**config.mk**
```make
export PLATFORM = sky130hd
export DESIGN_NAME = acst_regs
export DESIGN_NICKNAME = d
export VERILOG_FILES = /design/src/rtl/acst_pkg.sv /design/src/rtl/acst_regs.sv
export SDC_FILE = /design/constraint.sdc
export NUM_CORES = 1
export LEC_CHECK = 0
export BUFFER_PORTS_ARGS = -buffer_cell sky130_fd_sc_hd__buf_2
export CAP_MARGIN = 5
export CORE_ASPECT_RATIO = 2
export CORE_MARGIN = 3
export CORE_UTILIZATION = 30
export DETAILED_ROUTE_END_ITERATION = 8
export PLACE_DENSITY = 0.57
export SLEW_MARGIN = 20
export SYNTH_ARGS = -nofsm -noshare
export SYNTH_HDL_FRONTEND = slang
export SYNTH_SLANG_ARGS = --single-unit
export TNS_END_PERCENT = 20
```
**constraint.sdc**
```tcl
create_clock -name SYS_CLK -period 3.7 [get_ports SYS_CLK]
set_input_delay 0.925 -clock SYS_CLK [delete_from_list [all_inputs] [get_ports SYS_CLK]]
set_output_delay 0.925 -clock SYS_CLK [all_outputs]
set_load 0.03 [all_outputs]
```
**src/rtl/acst_pkg.sv**
```systemverilog
// constants and carrier types for the accelerometer status and control bank
package acst_pkg;
  // register offsets
  localparam logic [7:0] ADDR_ACCEL_FIRST = 8'h06;
  localparam logic [7:0] ADDR_Z_HIGH = 8'h0B;
  localparam logic [7:0] ADDR_SELFTEST = 8'h0C;
  localparam logic [7:0] ADDR_IDENT = 8'h0F;
  localparam logic [7:0] ADDR_ORIENT_CUR = 8'h10;
  localparam logic [7:0] ADDR_ORIENT_PREV = 8'h11;
  localparam logic [7:0] ADDR_KNOCK_SRC = 8'h15;
  localparam logic [7:0] ADDR_EVENT_SRC = 8'h16;
  localparam logic [7:0] ADDR_STATUS = 8'h18;
  localparam logic [7:0] ADDR_IRQ_RELEASE = 8'h1A;
  localparam logic [7:0] ADDR_MAIN_CTRL = 8'h1B;
  // reset and fixed values
  localparam logic [7:0] CTRL_RESET = 8'h00;
  localparam logic [5:0] ORIENT_RESET = 6'h20;
  localparam logic [7:0] SELFTEST_IDLE = 8'h55;
  localparam logic [7:0] SELFTEST_ACTIVE = 8'hAA;
  localparam logic [7:0] IDENT_DEFAULT = 8'h5A; // arbitrary value
  localparam logic [7:0] UNMAPPED_VALUE = 8'h00;
  // main control field positions
  localparam int CTRL_RUN = 7;
  localparam int CTRL_PRECISION = 6;
  localparam int CTRL_NEW_IRQ_EN = 5;
  localparam int CTRL_RANGE_HI = 4;
  localparam int CTRL_RANGE_LO = 3;
  localparam int CTRL_KNOCK_EN = 2;
  localparam int CTRL_MOTION_EN = 1;
  localparam int CTRL_ORIENT_EN = 0;
  // event source and status field positions
  localparam int EVT_NEW_SAMPLE = 4;
  localparam int EVT_MOTION = 1;
  localparam int EVT_ORIENT = 0;
  localparam int STATUS_INT = 4;
  // knock type codes
  localparam logic [1:0] KNOCK_NONE = 2'h0;
  localparam logic [1:0] KNOCK_SINGLE = 2'h1;
  localparam logic [1:0] KNOCK_DOUBLE = 2'h2;
  // timing
  localparam int CLK_PERIOD_NS = 10;
  localparam int PULSE_TIME_NS = 50000;
  localparam int PULSE_CYCLES = PULSE_TIME_NS / CLK_PERIOD_NS;

  // register access from the serial front end
  typedef struct packed {
    logic [7:0] addr;
    logic [7:0] wdata;
    logic wr;
    logic rd;
    logic reading;
  } acst_req_t;

  // events from the sensing and detection logic
  typedef struct packed {
    logic [11:0] z_sample;
    logic sample_stb;
    logic orient_stb;
    logic [5:0] orient_state;
    logic knock_stb;
    logic [5:0] knock_dir;
    logic knock_double;
    logic motion_stb;
    logic motion_level;
  } acst_evt_t;

  // whole state of the bank
  typedef struct packed {
    logic [7:0] ctrl;
    logic [7:0] z_hi;
    logic [5:0] cur;
    logic [5:0] prev;
    logic pend_valid;
    logic [5:0] pend;
    logic [5:0] knock_dir;
    logic [1:0] knock_type;
    logic motion_latched;
    logic motion_live;
    logic orient_chg;
    logic new_sample;
    logic int_status;
    logic comm_selftest_start;
    logic [15:0] pulse_cnt;
    logic irq;
    logic [7:0] rdata;
  } acst_state_t;
endpackage : acst_pkg

```
**src/rtl/acst_regs.sv**
```systemverilog
// host-visible status and control register bank of the accelerometer
module acst_regs #(
  parameter logic [7:0] IDENT = acst_pkg::IDENT_DEFAULT, // arbitrary value
  parameter int PULSE_CYCLES = acst_pkg::PULSE_CYCLES
) (
  input wire logic SYS_CLK,
  input wire logic NRST,
  input wire acst_pkg::acst_req_t REG_REQ,
  input wire acst_pkg::acst_evt_t EVT,
  input wire logic IRQ_PULSE_MODE,
  input wire logic MOTION_UNLATCHED,
  input wire logic SELFTEST_SET,
  output logic [7:0] REG_RDATA,
  output logic [7:0] MAIN_CTRL,
  output logic SELFTEST_START,
  output logic IRQ_OUT
);
  import acst_pkg::*;

  localparam acst_state_t STATE_RESET = '{
    ctrl: CTRL_RESET,
    cur: ORIENT_RESET,
    prev: ORIENT_RESET,
    default: '0
  };

  acst_state_t s_reg;
  acst_state_t s_next;

  //////////////////////////////////////////////////////////////////////////
  // decoding helpers

  // event source byte, motion bit live or latched per the selected response
  function automatic logic [7:0] event_byte(acst_state_t st, logic unl);
    logic mot;
    mot = unl ? st.motion_live : st.motion_latched;
    event_byte = {3'h0, st.new_sample, st.knock_type, mot,
                  st.orient_chg};
  endfunction : event_byte

  // interrupt level in latched mode, unlatched motion added on top
  function automatic logic int_level(acst_state_t st, logic unl);
    int_level = st.int_status |
                (unl & st.motion_live & st.ctrl[CTRL_MOTION_EN]);
  endfunction : int_level

  // read multiplexer, unmapped offsets answer zero
  function automatic logic [7:0] read_value(logic [7:0] a,
                                            acst_state_t st, logic unl);
    case (a)
      ADDR_Z_HIGH: read_value = st.z_hi;
      ADDR_SELFTEST: read_value = st.comm_selftest_start ? SELFTEST_ACTIVE
                                          : SELFTEST_IDLE;
      ADDR_IDENT: read_value = IDENT;
      ADDR_ORIENT_CUR: read_value = {2'h0, st.cur};
      ADDR_ORIENT_PREV: read_value = {2'h0, st.prev};
      ADDR_KNOCK_SRC: read_value = {2'h0, st.knock_dir};
      ADDR_EVENT_SRC: read_value = event_byte(st, unl);
      ADDR_STATUS: read_value = 8'(int_level(st, unl)) << STATUS_INT;
      ADDR_MAIN_CTRL: read_value = st.ctrl;
      default: read_value = UNMAPPED_VALUE;
    endcase
  endfunction : read_value

  //////////////////////////////////////////////////////////////////////////
  // next-state logic

  logic rd_release;
  logic rd_accel;
  logic rd_selftest;
  logic wr_ctrl;
  logic ev_knock;
  logic ev_motion;
  logic ev_orient;
  logic ev_sample;
  logic new_event;

  // access decode; accel data spans the low byte of X up to z high
  assign rd_release = REG_REQ.rd && (REG_REQ.addr == ADDR_IRQ_RELEASE);
  assign rd_accel = REG_REQ.rd && (REG_REQ.addr >= ADDR_ACCEL_FIRST) &&
                    (REG_REQ.addr <= ADDR_Z_HIGH);
  assign rd_selftest = REG_REQ.rd && (REG_REQ.addr == ADDR_SELFTEST);
  assign wr_ctrl = REG_REQ.wr && (REG_REQ.addr == ADDR_MAIN_CTRL);

  // an orientation change is only applied once no read is under way
  assign ev_orient = s_reg.pend_valid && !REG_REQ.reading &&
                     (s_reg.pend != s_reg.cur) &&
                     s_reg.ctrl[CTRL_ORIENT_EN];
  assign ev_knock = EVT.knock_stb && s_reg.ctrl[CTRL_KNOCK_EN];
  assign ev_motion = EVT.motion_stb && s_reg.ctrl[CTRL_MOTION_EN];
  assign ev_sample = EVT.sample_stb && s_reg.ctrl[CTRL_NEW_IRQ_EN];
  // unlatched motion drives the pin as a level in latched mode only, not through the latch
  assign new_event = ev_knock || ev_orient || ev_sample ||
                     (ev_motion && !MOTION_UNLATCHED);

  // one combinational pass over the whole state; clears come first so
  // that an event in the same cycle as its clear still sets the flag
  always_comb begin
    s_next = s_reg;
    if (REG_REQ.rd) begin
      s_next.rdata = read_value(REG_REQ.addr, s_reg, MOTION_UNLATCHED);
    end
    // control register; while running only the run bit moves
    if (wr_ctrl) begin
      if (s_reg.ctrl[CTRL_RUN]) begin
        s_next.ctrl[CTRL_RUN] = REG_REQ.wdata[CTRL_RUN];
      end else begin
        s_next.ctrl = REG_REQ.wdata;
      end
    end
    // self-test start bit: read clears, set from the other control wins
    if (rd_selftest) begin
      s_next.comm_selftest_start = 1'b0;
    end
    if (SELFTEST_SET) begin
      s_next.comm_selftest_start = 1'b1;
    end
    // z sample capture
    if (EVT.sample_stb) begin
      s_next.z_hi = EVT.z_sample[11:4];
    end
    // orientation: park new states, apply outside host reads
    if (s_reg.pend_valid && !REG_REQ.reading) begin
      s_next.pend_valid = 1'b0;
      if (s_reg.pend != s_reg.cur) begin
        s_next.prev = s_reg.cur;
        s_next.cur = s_reg.pend;
      end
    end
    if (EVT.orient_stb) begin
      s_next.pend_valid = 1'b1;
      s_next.pend = EVT.orient_state;
    end
    // release read clears every latched source and the status
    if (rd_release) begin
      s_next.knock_dir = 6'h00;
      s_next.knock_type = KNOCK_NONE;
      s_next.motion_latched = 1'b0;
      s_next.orient_chg = 1'b0;
      s_next.int_status = 1'b0;
      s_next.pulse_cnt = 16'h0000;
    end
    if (rd_release || rd_accel) begin
      s_next.new_sample = 1'b0;
    end
    // event sets
    if (EVT.sample_stb) begin
      s_next.new_sample = 1'b1;
    end
    if (ev_knock) begin
      s_next.knock_dir = EVT.knock_dir;
      s_next.knock_type = EVT.knock_double ? KNOCK_DOUBLE
                                           : KNOCK_SINGLE;
    end
    if (ev_motion) begin
      s_next.motion_latched = 1'b1;
    end
    if (ev_orient) begin
      s_next.orient_chg = 1'b1;
    end
    s_next.motion_live = EVT.motion_level;
    if (new_event) begin
      s_next.int_status = 1'b1;
    end
    // interrupt output: count down a fixed pulse or follow the latch
    if (new_event) begin
      s_next.pulse_cnt = 16'(PULSE_CYCLES);
    end else if (s_reg.pulse_cnt != 16'h0000 && !rd_release) begin
      s_next.pulse_cnt = s_reg.pulse_cnt - 16'h0001;
    end
    if (IRQ_PULSE_MODE) begin
      s_next.irq = (s_next.pulse_cnt != 16'h0000);
    end else begin
      s_next.irq = int_level(s_next, MOTION_UNLATCHED);
    end
  end

  //////////////////////////////////////////////////////////////////////////
  // state register

  // synchronous reset to the documented values
  always_ff @(posedge SYS_CLK) begin
    if (!NRST) begin
      s_reg <= STATE_RESET;
    end else begin
      s_reg <= s_next;
    end
  end

  // outputs straight from the state flops
  assign REG_RDATA = s_reg.rdata;
  assign MAIN_CTRL = s_reg.ctrl;
  assign SELFTEST_START = s_reg.comm_selftest_start;
  assign IRQ_OUT = s_reg.irq;
endmodule : acst_regs

```
==> flow_summary.toml <==
[sta]
slew_viol_final = 0
relSlewSlack_pct = 60.3
clock.fmax_mhz = 368
fin_crit_ns = 2.72
finalSetupTns_ns = 0
setup_slack_ns = 0.983
tightest_slew_ns = 0.589
setup_viol = 0
timing_hold_violations_final = 0
rsz0062_at_grt = "no"
fin_skew_ns = 0.00496
fin_crit_sh_pct = 73.4

[routing]
dr.first_iter.drc_count = 117
ant_nets = 0
drcViolationCount = 0
avgRoutedWirePerCell_um = 15.2
via_per_inst = 4.99
wirelength_um = 9120
vias = 2988
first_pass_iters = 4

[global_route]
grt_start_max_net_pins = 38
overflow = 0
grt_pass1_wl_um = 14400
antenna_found_initial = 0
grt.total_usage_pct = 13.5
grt_pass1_vias = 2952

[clock_tree]
h-tree-depth = 3
cts_inserted_buffers = 9
hold_buffers = 0
post_cts_resized = 0
clk_latency_ns = 0.34
clk_pin_slew_ns = 0.06
cts-root-buf = "clkbuf_16"
cts_tree = "done"
numClockSinks = 74
postCtsSetupBuffers = 0
cts_buffer_depth = 2

[worst_hold_path]
hold_path_depth = 2
hold_path_class = "flop to flop"
hp-start = "s_reg[30]"
whs_endpoint = "s_reg[30]"

[logic_synthesis]
async_reset_ff_share_pct = 0
synth_ff_type = "dfxtp_1"
ys_types = 49
syn_nets = 458
synth_cells = 402
synth-seq-cells = 74
syn_avg_cell_area_um2 = 9.04
yosysSeqAreaShare_pct = 40.8
syn_area_mm2 = 0.00363
yosys_warnings = 0
synth_edf_count = 0

[critical_path]
cp.arrival_ns = 2.95
rrSetupSlack_ns = 0.98
reg2reg_from = "s_reg[9]"
crit_type = "flop to flop"
worstPathMaxFanout = 12
cp_slowest_cell = "or4_4"
critPathCaptureType = "flop"
critPathMaxStageDelay_ns = 0.63
r2r-end = "IRQ_OUT"
cp-start-kind = "flop"
reg2reg_depth = 9
critPathLaunch = "s_reg[9]"
crit_required_ns = 3.94
cp_cell_sequence = "inv_1, ha_1, or4b_4, or4_4, nand3_1, nor2_1, xor2_1, o21ai_0, a31oi_1"

[die]
die_area_mm2 = 0.0135
start_util_pct = 30.9
die_y_um = 162
core_mm2 = 0.0118
ios = 72
die_width_um = 83.8
std_cell_rows = 56

[finish]
area_delta_synth_final_pct = 18.7
drive_above_1_share_pct = 22.2
ff_latch_area_mm2 = 0.00148
n_antenna_cell = 0
stdcell_area_mm2 = 0.00431
largest_register_ffs = 56
multi_input_comb_area_mm2 = 0.00189
n_fill_cell = 1208
finish.utilization_pct = 36.6
fin_nets = 505

[power]
total_power_w = 0.00267
ir_worst_vdd_mv = 0.239
p_per_area_mw_per_mm2 = 620
p_leak_nw = 1.79

[status]
status = "finished, final reports clean"

[place]
place_worst_setup_slack_ns = 0.693
io_buffer_count = 67
place.gp.congestion = 0.851
place_area_mm2 = 0.00398
post-dp-hpwl_um = 7030

[flow_run]
max_cap_violations = 0
## worst max-delay path, delay by kind of cell, from the launching register on
family	cells	cell delay, ns
AND/OR/NAND/NOR	4	1.45
AO/OA/AOI/OAI	2	0.41
flip-flops	1	0.35
XOR/XNOR	1	0.17
adder cells (fa/ha/maj)	1	0.15
buffers and inverters	1	0.09
## cell families after synthesis
family                     share of synthesized area (%)
DFF                                                 40.8
adders and majority gates                          0.689
buffers and inverters                               7.30
xor gates and xnor gates                            4.10
AOI/OAI and AO/OA                                   12.4
muxes                                               11.4
and+or+nand+nor                                     23.4
## cell usage after synthesis, types with 3 or more instances
| library cell | n | area (um^2) |
|---|---|---|
| mux2i_1 | 39 | 390 |
| nor2_1 | 23 | 86.3 |
| xor2_1 | 8 | 70.1 |
| a31oi_1 | 8 | 50.1 |
| nand2b_1 | 4 | 25.0 |
| and3_1 | 4 | 25.0 |
| xnor2_1 | 9 | 78.8 |
| nor2b_1 | 35 | 219 |
| nor3_1 | 7 | 35.0 |
| nand4_1 | 3 | 18.8 |
| nor4_1 | 7 | 43.8 |
| clkbuf_1 | 15 | 56.3 |
| nand2_1 | 28 | 105 |
| o21ai_0 | 18 | 90.1 |
| a21oi_1 | 13 | 65.1 |
| dfxtp_1 | 74 | 1480 |
| buf_4 | 16 | 120 |
| inv_1 | 8 | 30.0 |
| a21boi_0 | 12 | 90.1 |
| and2_1 | 9 | 56.3 |
| a221oi_1 | 8 | 70.1 |
| nand3_1 | 17 | 85.1 |
## power breakdown
group	switching (W)	internal [W]	total, W	leakage, nW
Combinational	0.000406	0.000336	0.000742	1.02
Sequential	0.0000766	0.000880	0.000957	0.605
Clock	0.000343	0.000630	0.000974	0.162
Total	0.000826	0.00185	0.00267	1.79
## layout make-up
cell class / instances / share of cell area [%]
multi-input combinational: 282 / 43.9
tap: 145 / 4.21
inverter: 8 / 0.696
clock inverter: 5 / 1.97
sequential: 74 / 34.3
timing repair buffer: 74 / 8.99
clock buffer: 11 / 5.86
## worst max path at each step
stage                          to  slack (ns)  cells past startpoint
after floorplan           IRQ_OUT        1.04                      8
after global placement    IRQ_OUT        0.74                      8
after detailed placement  IRQ_OUT        0.69                      8
after CTS                 IRQ_OUT        0.99                      9
after global routing      IRQ_OUT        0.87                      9
final                     IRQ_OUT        0.98                      9
## placed cells by master (no fill, tap or decap), types with 12 or more instances in the layout
cell type and instances:
nand3_1 17, nor2_1 23, nor2b_1 35, nand2_1 28, a21boi_0 12, a21oi_1 13
dfxtp_1 74, mux2i_1 39, o21ai_0 18, buf_2 67
## metal layers
metal	track usage [%]	vias to the layer above	routed length [um]
met3	2.81	16	370
met4	7.32	0	275
met1	12.9	1414	3300
met2	26.3	67	5170
li1	-	1491	-
met5	0	-	0
## metrics by stage
stage,hold WS [ns],instances
after global routing,0.496,599
after global placement,0.455,583
after CTS,0.466,599
final,0.465,599
after floorplan,0.441,402
after detailed placement,0.458,583
(Power assumes the default switching activity.)
